<file path="config.mk">
export PLATFORM = sky130hd
export DESIGN_NAME = analog_servo_axis_interface
export DESIGN_NICKNAME = d
export VERILOG_FILES = /design/src/core/servo_axis_pkg.sv /design/src/core/pin_sync.sv /design/src/core/analog_servo_axis_interface.sv
export SDC_FILE = /design/constraint.sdc
export NUM_CORES = 1
export LEC_CHECK = 0
export BUFFER_PORTS_ARGS = -buffer_cell sky130_fd_sc_hd__buf_4
export CORE_MARGIN = 2
export CORE_UTILIZATION = 45
export DETAILED_ROUTE_END_ITERATION = 8
export HOLD_SLACK_MARGIN = 0.05
export PLACE_DENSITY = 0.72
export SYNTH_ARGS = -nofsm -noshare
export SYNTH_HDL_FRONTEND = slang
export SYNTH_SLANG_ARGS = --single-unit
</file>
<file path="constraint.sdc">
create_clock -name i_sys_clk -period 6.6 [get_ports i_sys_clk]
set_input_delay 1.98 -clock i_sys_clk [delete_from_list [all_inputs] [get_ports i_sys_clk]]
set_output_delay 1.98 -clock i_sys_clk [all_outputs]
set_load 0.005 [all_outputs]
</file>
<file path="src/core/servo_axis_pkg.sv">
// Constants, encodings and reset values of one analog servo axis.
// Assumes one 25 MHz clock and an asynchronous active-low reset.
//
// Function
// - Speed command only valid while enable asserted
// - Enable is active-low open-collector pulldown
// - Overload high drops ready and enable
// - Skip bit masks amplifier ready check
// - Quadrature count: B leads up, A leads down
// - External and butt reference modes without marker
package servo_axis_pkg;

   // ----------------------------------------------------------------
   // Widths
   // ----------------------------------------------------------------
   localparam int CMD_W = 16;                       // Digital speed command
   localparam int POS_W = 32;                       // Position counter

   // ----------------------------------------------------------------
   // Reset values
   // ----------------------------------------------------------------
   localparam logic [POS_W-1:0] POS_RESET      = 32'h0000_0000;
   localparam logic [CMD_W-1:0] CMD_IDLE       = 16'h0000;
   localparam logic [POS_W-1:0] POS_REFERENCE  = 32'h0000_0000; // Loaded on reference set
   localparam logic [1:0]       PIN_SYNC_RESET = 2'h3;          // Overload and ready return start released
   localparam logic [2:0]       ENC_SYNC_RESET = 3'h0;          // Phases A, B and marker

   // ----------------------------------------------------------------
   // Quadrature step codes: difference of phase codes
   // ----------------------------------------------------------------
   localparam logic [1:0] STEP_UP   = 2'h1;
   localparam logic [1:0] STEP_BOTH = 2'h2;
   localparam logic [1:0] STEP_DOWN = 2'h3;

   // ----------------------------------------------------------------
   // Reference position setting
   // ----------------------------------------------------------------
   localparam logic [1:0] REF_MODE_MARKER   = 2'h0;
   localparam logic [1:0] REF_MODE_EXTERNAL = 2'h1;
   localparam logic [1:0] REF_MODE_BUTT     = 2'h2;

   typedef enum logic [1:0] {
      REF_IDLE  = 2'b00,
      REF_ARMED = 2'b01,
      REF_DONE  = 2'b11
   } ref_state_e;

endpackage

</file>
<file path="src/core/pin_sync.sv">
// Two-stage synchroniser for a group of pins.
// Assumes the inputs may change at any time relative to i_sys_clk.
module pin_sync #(
   parameter int           W   = 1,
   parameter logic [W-1:0] RST = '0
) (
   // Clock and reset
   input  wire logic         i_sys_clk,
   input  wire logic         i_resetn,
   // Pins
   input  wire logic [W-1:0] i_async,
   output logic      [W-1:0] o_sync
);

   logic [W-1:0] meta;

   // First stage feeds only the second
   always_ff @(posedge i_sys_clk or negedge i_resetn) begin
      if (!i_resetn) begin
         meta   <= RST;
         o_sync <= RST;
      end else begin
         meta   <= i_async;
         o_sync <= meta;
      end
   end

endmodule // pin_sync

</file>
<file path="src/core/analog_servo_axis_interface.sv">
// Per-axis logic toward an analog servo amplifier and its pulse encoder:
// ready and enable handshake, speed command gating, overload monitoring,
// quadrature position count and reference position setting.
// Assumes amplifier and encoder pins are synchronised here; open-collector
// drivers and pull-ups sit outside and turn each output enable into a line level.
module analog_servo_axis_interface
   import servo_axis_pkg::*;
(
   // Clock and reset
   input  wire logic             i_sys_clk,
   input  wire logic             i_resetn,
   // Controller side
   input  wire logic             i_servo_on,
   input  wire logic [CMD_W-1:0] i_speed_command_ref,
   input  wire logic             i_skip_amp_ready_check,
   // Reference setting control
   input  wire logic [1:0]       i_ref_mode,
   input  wire logic             i_ref_arm,
   input  wire logic             i_ref_ext_trigger,
   input  wire logic             i_butt_stop,
   // Amplifier pins
   input  wire logic             i_overload_alarm_in,
   input  wire logic             i_amp_ready_return_n,
   output logic                  o_ctrl_ready_n_out,
   output logic                  o_ctrl_ready_n_oe,
   output logic                  o_amp_enable_n_out,
   output logic                  o_amp_enable_n_oe,
   // Encoder pins
   input  wire logic             i_enc_a,
   input  wire logic             i_enc_b,
   input  wire logic             i_enc_z,
   // Controller results
   output logic [CMD_W-1:0]      o_speed_command_out,
   output logic                  o_speed_valid,
   output logic                  o_overload,
   output logic                  o_amp_fault,
   output logic [POS_W-1:0]      o_position,
   output logic                  o_phase_error,
   output logic                  o_ref_set,
   output logic                  o_ref_done
);

   // ----------------------------------------------------------------
   // Pin synchronisers
   // ----------------------------------------------------------------
   logic [1:0] amp_sync;
   logic [2:0] enc_sync;
   logic       ovl_s;
   logic       amp_ready_s;
   logic       enc_a_s;
   logic       enc_b_s;
   logic       enc_z_s;

   pin_sync #(.W(2), .RST(PIN_SYNC_RESET)) u_amp_sync (
      .i_sys_clk (i_sys_clk),
      .i_resetn  (i_resetn),
      .i_async   ({i_overload_alarm_in, i_amp_ready_return_n}),
      .o_sync    (amp_sync)
   );

   pin_sync #(.W(3), .RST(ENC_SYNC_RESET)) u_enc_sync (
      .i_sys_clk (i_sys_clk),
      .i_resetn  (i_resetn),
      .i_async   ({i_enc_a, i_enc_b, i_enc_z}),
      .o_sync    (enc_sync)
   );

   // Released overload line reads high and counts as alarm
   assign ovl_s       = amp_sync[1];
   assign amp_ready_s = ~amp_sync[0];
   assign enc_a_s     = enc_sync[2];
   assign enc_b_s     = enc_sync[1];
   assign enc_z_s     = enc_sync[0];

   // ----------------------------------------------------------------
   // Ready, enable and speed command
   // ----------------------------------------------------------------
   logic             ctrl_ready;
   logic             amp_enable;
   logic [CMD_W-1:0] speed_cmd;
   logic             next_ctrl_ready;
   logic             next_amp_enable;
   logic [CMD_W-1:0] next_speed_cmd;
   logic             next_amp_fault;

   // Handshake decisions from synchronised amplifier lines
   always_comb begin
      next_ctrl_ready = i_servo_on && !ovl_s;
      next_amp_enable = next_ctrl_ready && (amp_ready_s || i_skip_amp_ready_check);
      next_speed_cmd  = next_amp_enable ? i_speed_command_ref : CMD_IDLE;
      next_amp_fault  = ctrl_ready && !amp_ready_s && !i_skip_amp_ready_check;
   end

   // Handshake registers
   always_ff @(posedge i_sys_clk or negedge i_resetn) begin
      if (!i_resetn) begin
         ctrl_ready  <= 1'b0;
         amp_enable  <= 1'b0;
         speed_cmd   <= CMD_IDLE;
         o_amp_fault <= 1'b0;
         o_overload  <= 1'b0;
      end else begin
         ctrl_ready  <= next_ctrl_ready;
         amp_enable  <= next_amp_enable;
         speed_cmd   <= next_speed_cmd;
         o_amp_fault <= next_amp_fault;
         o_overload  <= ovl_s;
      end
   end

   // Open-collector lines: data held low, enable pulls the line to 0 V
   assign o_ctrl_ready_n_out  = 1'b0;
   assign o_ctrl_ready_n_oe   = ctrl_ready;
   assign o_amp_enable_n_out  = 1'b0;
   assign o_amp_enable_n_oe   = amp_enable;
   assign o_speed_command_out = speed_cmd;
   assign o_speed_valid       = amp_enable;

   // ----------------------------------------------------------------
   // Quadrature decoder
   // ----------------------------------------------------------------
   logic [1:0]       phase_code;
   logic [1:0]       prev_code;
   logic [1:0]       step;
   logic             step_up;
   logic             step_down;
   logic             step_both;
   logic             prev_z;
   logic             marker_rise;
   logic [POS_W-1:0] position;
   logic [POS_W-1:0] next_position;
   logic             phase_error;
   logic             next_phase_error;
   logic             ref_load;

   // Phase code counts up along 00,01,11,10 as B leads A
   always_comb begin
      phase_code  = {enc_a_s, enc_a_s ^ enc_b_s};
      step        = phase_code - prev_code;
      step_up     = (step == STEP_UP);
      step_down   = (step == STEP_DOWN);
      step_both   = (step == STEP_BOTH);
      marker_rise = enc_z_s && !prev_z;
   end

   // Position count, reference load has priority over a step
   always_comb begin
      next_position    = position;
      next_phase_error = step_both;
      if (ref_load) begin
         next_position = POS_REFERENCE;
      end else if (step_up) begin
         next_position = position + POS_W'(1);
      end else if (step_down) begin
         next_position = position - POS_W'(1);
      end
   end

   // Decoder registers
   always_ff @(posedge i_sys_clk or negedge i_resetn) begin
      if (!i_resetn) begin
         prev_code   <= 2'h0;
         prev_z      <= 1'b0;
         position    <= POS_RESET;
         phase_error <= 1'b0;
      end else begin
         prev_code   <= phase_code;
         prev_z      <= enc_z_s;
         position    <= next_position;
         phase_error <= next_phase_error;
      end
   end

   assign o_position    = position;
   assign o_phase_error = phase_error;

   // ----------------------------------------------------------------
   // Reference position setting
   // ----------------------------------------------------------------
   ref_state_e ref_state;
   ref_state_e next_ref_state;
   logic       ref_set;
   logic       next_ref_set;
   logic       ref_done;
   logic       next_ref_done;

   // Marker mode waits for the one-rotation pulse, the others need none
   always_comb begin
      next_ref_state = ref_state;
      ref_load       = 1'b0;
      case (ref_state)
         REF_IDLE, REF_DONE: begin
            if (i_ref_arm) begin
               next_ref_state = REF_ARMED;
            end
         end
         REF_ARMED: begin
            case (i_ref_mode)
               REF_MODE_MARKER:   ref_load = marker_rise;
               REF_MODE_EXTERNAL: ref_load = i_ref_ext_trigger;
               REF_MODE_BUTT:     ref_load = i_butt_stop;
               default:           ref_load = 1'b0;
            endcase
            if (ref_load) begin
               next_ref_state = REF_DONE;
            end
         end
         default: next_ref_state = REF_IDLE;
      endcase
      next_ref_set = ref_load;
      next_ref_done = (next_ref_state == REF_DONE);
   end

   // Reference registers
   always_ff @(posedge i_sys_clk or negedge i_resetn) begin
      if (!i_resetn) begin
         ref_state <= REF_IDLE;
         ref_set   <= 1'b0;
         ref_done  <= 1'b0;
      end else begin
         ref_state <= next_ref_state;
         ref_set   <= next_ref_set;
         ref_done  <= next_ref_done;
      end
   end

   assign o_ref_set  = ref_set;
   assign o_ref_done = ref_done;

   // ----------------------------------------------------------------
   // Checks
   // ----------------------------------------------------------------
   property p_speed_gated;
      @(posedge i_sys_clk) disable iff (!i_resetn)
      !o_amp_enable_n_oe |-> (o_speed_command_out == CMD_IDLE) && !o_speed_valid;
   endproperty
   a_speed_gated: assert property (p_speed_gated) else $error("speed command live while disabled");

   property p_enable_pulls_low;
      @(posedge i_sys_clk) disable iff (!i_resetn)
      $rose(o_amp_enable_n_oe) |-> (o_amp_enable_n_out == 1'b0);
   endproperty
   a_enable_pulls_low: assert property (p_enable_pulls_low) else $error("enable does not pull low");

   property p_overload_drops;
      @(posedge i_sys_clk) disable iff (!i_resetn)
      $rose(i_overload_alarm_in) ##1 i_overload_alarm_in [*2]
         |=> !o_ctrl_ready_n_oe && !o_amp_enable_n_oe && o_overload;
   endproperty
   a_overload_drops: assert property (p_overload_drops) else $error("overload did not drop ready");

   property p_skip_check;
      @(posedge i_sys_clk) disable iff (!i_resetn)
      (i_servo_on && !ovl_s && i_skip_amp_ready_check) |=> o_amp_enable_n_oe && !o_amp_fault;
   endproperty
   a_skip_check: assert property (p_skip_check) else $error("skip bit did not mask ready");

   property p_count_dir;
      @(posedge i_sys_clk) disable iff (!i_resetn)
      (step_up && !ref_load) |=> (o_position == $past(o_position) + POS_W'(1));
   endproperty
   a_count_dir: assert property (p_count_dir) else $error("B-leading step not counted up");

   property p_ref_external;
      @(posedge i_sys_clk) disable iff (!i_resetn)
      (ref_state == REF_ARMED && i_ref_mode == REF_MODE_EXTERNAL && i_ref_ext_trigger)
         |=> o_ref_set && o_ref_done && (o_position == POS_REFERENCE);
   endproperty
   a_ref_external: assert property (p_ref_external) else $error("external reference not taken");

   property p_double_ignored;
      @(posedge i_sys_clk) disable iff (!i_resetn)
      (step_both && !ref_load) |=> $stable(o_position) && o_phase_error;
   endproperty
   a_double_ignored: assert property (p_double_ignored) else $error("double transition counted");

   property p_enable_needs_ready;
      @(posedge i_sys_clk) disable iff (!i_resetn)
      o_amp_enable_n_oe |-> o_ctrl_ready_n_oe && $past(amp_ready_s || i_skip_amp_ready_check);
   endproperty
   a_enable_needs_ready: assert property (p_enable_needs_ready) else $error("enable without ready");

endmodule // analog_servo_axis_interface

</file>
==> results of run 1 <==
-- area by class of cell --
type	instances	area [um2]	area share
clock inverter	6	42.54	0.008224
tap	111	138.9	0.02685
timing repair buffer	89	668.1	0.1292
clock buffer	10	137.6	0.02661
multi-input combinational	364	2391	0.4623
inverter	10	37.54	0.007257
sequential	70	1757	0.3396
-- sequential cells by signal, indices dropped and copies added, names as in the netlist --
register,flops
o_overload,1
u_enc_sync.meta,3
o_ref_done,1
o_amp_fault,1
prev_z,1
prev_code,2
o_speed_command_out,16
o_phase_error,1
u_amp_sync.meta,2
u_enc_sync.o_sync,3
o_ref_set,1
o_position,32
u_amp_sync.o_sync,2
o_ctrl_ready_n_oe,1
ref_state,2
o_amp_enable_n_oe,1
-- per-stage QoR --
| stage | worst slack (ns) | hold slack [ns] | instance area [um2] | utilization |
|---|---|---|---|---|
| after global routing | 1.691 | 0.3606 | 5172 | 0.5624 |
| after floorplan | 2.491 | 0.3312 | 4268 | - |
| after CTS | 2.072 | 0.3581 | 5172 | 0.5624 |
| after detailed placement | 2.112 | 0.3387 | 4992 | 0.5429 |
| final | 2.051 | 0.3539 | 5172 | 0.5624 |
| after global placement | 2.220 | 0.3339 | 4992 | 0.5429 |
-- layer usage --
| metal | global-route usage | share of wire | up-vias |
|---|---|---|---|
| met5 | 0 | 0 | - |
| met4 | 0.06237 | 0.013 | 0 |
| met3 | 0.03451 | 0.033 | 15 |
| met2 | 0.3321 | 0.50 | 84 |
| met1 | 0.2529 | 0.45 | 1702 |
| li1 | - | - | 1794 |
-- synth_stat cells (all sizes together) (2+ instances only) --
cell    number
dfrtp       66
a21oi       54
nand2       44
nor2        44
ha          41
o21ai       29
and2        19
xnor2       18
a21o        15
clkbuf      11
nand3       11
nand4       10
inv          9
nor2b        9
xor2         9
buf          7
a211oi       6
nor3         6
a31oi        4
dfstp        4
a21boi       3
and3         3
o211ai       3
o21a         3
o21bai       3
o31ai        3
and3b        2
and4         2
mux2i        2
o41ai        2
or3          2
or4          2
-- report_power, final --
group          internal (mW)  switching, mW
Sequential             0.551          0.105
Combinational          0.794          0.970
Clock                  0.148          0.179
Total                   1.49           1.25
-- logic make-up after synthesis --
| kind of cell | after synthesis |
|---|---|
| simple gates | 162 |
| flops | 70 |
| compound gates | 128 |
| xor+xnor | 27 |
| buf+inv | 28 |
| other cells | 1 |
| fa+ha+maj | 42 |
| mux | 3 |
-- placed cells by master, fill, tap and decap left out, drive strengths merged, types with 4 or more instances in the layout --
cell type and count:
nor2b 9, a21o 15, buf 89, ha 41
nor2 44, xor2 9, nand3 11, nand2 44
clkbuf 10, xnor2 18, nand4 10, o21ai 29
nor3 6, a21oi 54, dfrtp 66, dfstp 4
inv 11, and2 19, a31oi 4, a211oi 6
-- final timing paths --
kind                                       from                     end  cells after the start
setup / recovery           u_enc_sync.o_sync[2]          o_position[16]                     14
hold / removal               u_enc_sync.meta[0]    u_enc_sync.o_sync[0]                      0
setup reg to reg           u_enc_sync.o_sync[2]          o_position[16]                     14
hold reg to reg              u_enc_sync.meta[0]    u_enc_sync.o_sync[0]                      0
max in group asynchronous              i_resetn  o_speed_command_out[7]                      1
min in group asynchronous              i_resetn            ref_state[0]                      1
-- critical path, delay by kind of cell, from the launching register on --
family / cells / cell delay [ns]
flops: 1 / 0.42
buf+inv: 3 / 0.66
fa+ha+maj: 2 / 0.72
mux: 1 / 0.36
compound gates: 5 / 1.45
xor+xnor: 1 / 0.16
simple gates: 2 / 0.70
==> flow_summary.toml, run 1 <==
[outcome]
status = "finished, final reports clean"

[clocking]
cts_sinks = 70
root_buffer = "clkbuf_8"
htreeDepth = 3
cts_setup_buffers = 0
cts_buffer_depth = 2
cts_tree = "built"
cts_hold_buf = 0
insertion_delay_ns = 0.35
post_cts_resized = 0
clkTransAtPathRegs_ns = 0.09
cts_made_buffers = 9

[place]
gp_congestion = 0.8820
hpwl_um = 7092
dp.cells = 644
portBuffers = 85

[floorplanning]
fp.dieW_um = 101.3
fp.dieH_um = 101.3
initial_core_util = 0.4637
die_area_um2 = 10270
ios = 88
core_um2 = 9196
rows = 35

[setup_path]
worstPathCellList = "xnor2_1 > ha_1 > buf_4 > clkinv_1 > nand2_1 > inv_1 > fa_1 > o21ai_0 > a21oi_2 > o21ai_0 > a21boi_0 > o21ai_0 > mux2_2 > nor2_1"
crit_fanout = 43
endpoint_kind = "flip-flop"
required_ns = 6.89
path_class = "reg2reg"
regToRegSetupSlack_ns = 2.05
cpPeakStageDelay_ns = 0.61
cp_common_cell = "o21ai_0"
cp-start-kind = "flip-flop"
cpMaxStageDelayCell = "nand2_1"
cp.arrival_ns = 4.84

[routing]
wl_per_cell_um = 14.93
drtIter0Drc = 134
ant_nets = 0
viasPerCell = 5.447
dr.pass1.iters = 4
drt-total-wl_um = 9855
post-route-drc-count = 0
vias = 3595

[timing]
fin_skew_ns = 0.01462
finalHoldViolations = 0
slew_viol_final = 0
min_period_over_period = 0.6893
rsz0062_at_grt = "false"
worstMarginPinSlew_ns = 0.8564
slew_headroom = 0.4291
setup_viol = 0
post-route-min-period_ns = 4.549
timing.setup.tns_ns = 0
max_freq_ghz = 0.2198

[cells_and_area]
syn2layout_area_growth_pct = 21.30
nFillCells = 824
final-instance-count-excl-fill = 660
nets = 616
drive_gt1_frac = 0.2168
antenna-diode-count = 0

[grt]
grt.total_usage = 0.1950
grt_pass1_wl_um = 16190
grt_pass1_vias = 3492
grt_overflow = 0
grt_start_max_net_pins = 71
antenna_found_initial = 0

[yosys]
ys_warn_count = 0
async_flop_share = 1.000
synthXorXnorAreaFrac = 0.05546
synth_area_um2 = 4264
synth.distinct_cells = 58
synth_edf_count = 0
synth_top_area_frac = 0.3873
synth_area_leader_cell = "dfrtp_1"
seq_area_frac_synth = 0.4120
ys_ff_latch = 70
synthMuxAreaShare = 0.007336
synth_compound_area_frac = 0.1819
synth_top_family_by_area = "simple AND/OR/NAND/NOR gates"
synth_flop_cell = "dfrtp_1"
synthAdderAreaFrac = 0.1250
synth.avg_cell_area_um2 = 9.250
ys_top_cells_by_area = "dfrtp_1 (39%), ha_1 (12%), a21oi_1 (6.2%)"
syn_inst = 461
synthSimpleGateAreaFrac = 0.1893

[pwr]
power.density_nw_per_um2 = 531.2
ir_drop_v = 0.0002266
p_leak_nw = 2.517
power_mw = 2.748

[flow_run]
drv_cap = 0

[min_path]
hold_class = "reg2reg"
(Power assumes the default switching activity.)
==> run 2, diff against run 1 <==
PLACE_DENSITY = 0.74   (was 0.72)
clock period = 4.1 ns   (was 6.6 ns; I/O delays follow)
==> flow_summary.toml, run 2 (same netlist as run 1, synthesis figures left out) <==
[setup_path]
crit_fanout = 21
worstPathCellList = "xnor2_2 > ha_1 > xor2_1 > xnor2_2 > nand2_2 > buf_6 > ha_2 > a21oi_1 > o211ai_1 > a31oi_1 > o21a_1 > o31ai_2 > a21oi_1 > nor3_1 > or3b_1"
endpoint_kind = "flip-flop"
worstPathBufferInverterCount = 1
regToRegSetupSlack_ns = 0.17
cp-start-kind = "flip-flop"
required_ns = 4.32
cp.arrival_ns = 4.15
r2r-end = "o_position[23]"
rr_worst_depth = 15
cpPeakStageDelay_ns = 0.45
crit_family = "compound AO/OA/AOI/OAI gates"
path_class = "reg2reg"
cpMaxStageDelayCell = "dfrtp_1"
crit_cells = 15
rr_startpoint = "u_enc_sync.o_sync[2]"

[clocking]
cts_tree = "built"
cts_buffer_depth = 2
clkTransAtPathRegs_ns = 0.09
cts_hold_buf = 0
cts_setup_buffers = 0
cts_sinks = 70
root_buffer = "clkbuf_8"
cts_made_buffers = 9
insertion_delay_ns = 0.35
htreeDepth = 3

[pwr]
p_leak_nw = 2.566
internal_power_mw = 2.610
pwr-share-seq = 0.227
p_comb_frac = 0.622
clkPwrFrac = 0.151
p_sw_frac = 0.4429
ir_drop_v = 0.0004100
p_switching_mw = 2.075
power.density_nw_per_um2 = 883.7

[cells_and_area]
largest_reg_flops = 32
drive_gt1_frac = 0.2364
nFillCells = 811
final-instance-count-excl-fill = 661
layout_commonest_cell = "buf_4"
antenna-diode-count = 0
nets = 617
syn2layout_area_growth_pct = 24.33
final_cell_mix = "buf_4 (89), dfrtp_1 (66), a21oi_1 (53), nor2_1 (44), nand2_1 (43)"

[routing]
ant_nets = 0
vias = 3676
drt-total-wl_um = 10370
post-route-drc-count = 0
viasPerCell = 5.561
wl_per_cell_um = 15.69
drtIter0Drc = 199
dr.pass1.iters = 4

[place]
hpwl_um = 7263
gp_congestion = 0.8659
portBuffers = 85
dp.cells = 645

[outcome]
status = "finished, final reports clean"

[min_path]
hold_class = "reg2reg"
hold_path_end = "u_amp_sync.o_sync[0]"
hold_depth = 0
min_from = "u_amp_sync.meta[0]"

[timing]
slew_headroom = 0.4228
slew_viol_final = 0
finalHoldViolations = 0
post-route-min-period_ns = 3.929
worstMarginPinSlew_ns = 0.8658
setup_viol = 0
max_freq_ghz = 0.2545
timing.setup.tns_ns = 0
min_period_over_period = 0.9584
fin_skew_ns = 0.01032

[floorplanning]
fp.dieW_um = 101.3
rows = 35
die_area_um2 = 10270
initial_core_util = 0.4637
ios = 88
fp.dieH_um = 101.3
core_um2 = 9196

[grt]
grt_start_max_net_pins = 71
grt_pass1_wl_um = 17020
grt_overflow = 0
grt.total_usage = 0.2072
antenna_found_initial = 0
grt_pass1_vias = 3581

[flow_run]
drv_cap = 0
## run 2: cell type report
cell class | count | area (um2) | area share
inverters | 10 | 37.54 | 0.007080
multi-input cells | 364 | 2437 | 0.4598
clock buffers | 9 | 123.9 | 0.02337
well taps | 111 | 138.9 | 0.02620
flip-flops and latches | 70 | 1757 | 0.3314
repair buffers | 90 | 679.4 | 0.1282
clock inverters | 7 | 127.6 | 0.02407
## run 2: worst max path at each step
stage / from / endpoint
finish: u_enc_sync.o_sync[2] / o_position[23]
global route: u_enc_sync.o_sync[2] / o_position[23]
CTS: u_enc_sync.o_sync[2] / o_position[23]
detailed placement: u_enc_sync.o_sync[2] / o_position[30]
global placement: u_enc_sync.o_sync[2] / o_position[30]
floorplan: u_enc_sync.o_sync[2] / o_position[23]
## run 2: power groups by stage
stage / clock (mW) / combinational (mW) / sequential, mW
2_1_floorplan: 0 / 2.05 / 1.05
3_3_place_gp: 0 / 2.74 / 1.07
3_5_place_dp: 0 / 2.80 / 1.07
4_1_cts: 0.722 / 2.84 / 1.06
5_1_grt: 0.757 / 3.25 / 1.09
6_report: 0.705 / 2.91 / 1.07
## run 2: routing by layer
layer / share of wire / track usage / vias up
met3: 0.035 / 0.04141 / 14
met2: 0.50 / 0.3383 / 72
met4: 0.010 / 0.06445 / 0
li1: - / - / 1797
met5: 0 / 0 / -
met1: 0.46 / 0.2789 / 1793
## run 2: worst register-to-register path: cells and delay by family, from the launching register on
| family | cells | cell delay, ns |
|---|---|---|
| AOI/OAI and AO/OA | 6 | 1.44 |
| and+or+nand+nor | 3 | 0.61 |
| xor gates and xnor gates | 3 | 0.55 |
| adders and majority gates | 2 | 0.54 |
| DFF | 1 | 0.45 |
| buffers and inverters | 1 | 0.24 |
## run 2: stage by stage
step	total power [mW]	area (um2)	util	setup slack, ns	hold WS, ns
5_1_grt	5.096	5301	0.5765	-0.03689	0.3532
4_1_cts	4.624	5254	0.5713	0.09018	0.3490
3_3_place_gp	3.807	5002	0.5439	0.3579	0.3342
6_report	4.685	5301	0.5765	0.1706	0.3481
3_5_place_dp	3.875	5002	0.5439	0.1725	0.3347
2_1_floorplan	3.100	4270	-	0.3582	0.3312
## run 2: repair_timing
item,4_1_cts,5_1_grt
endpoints found under the hold margin,0,0
setup endpoints to repair,0,6
gates resized for setup,0,12
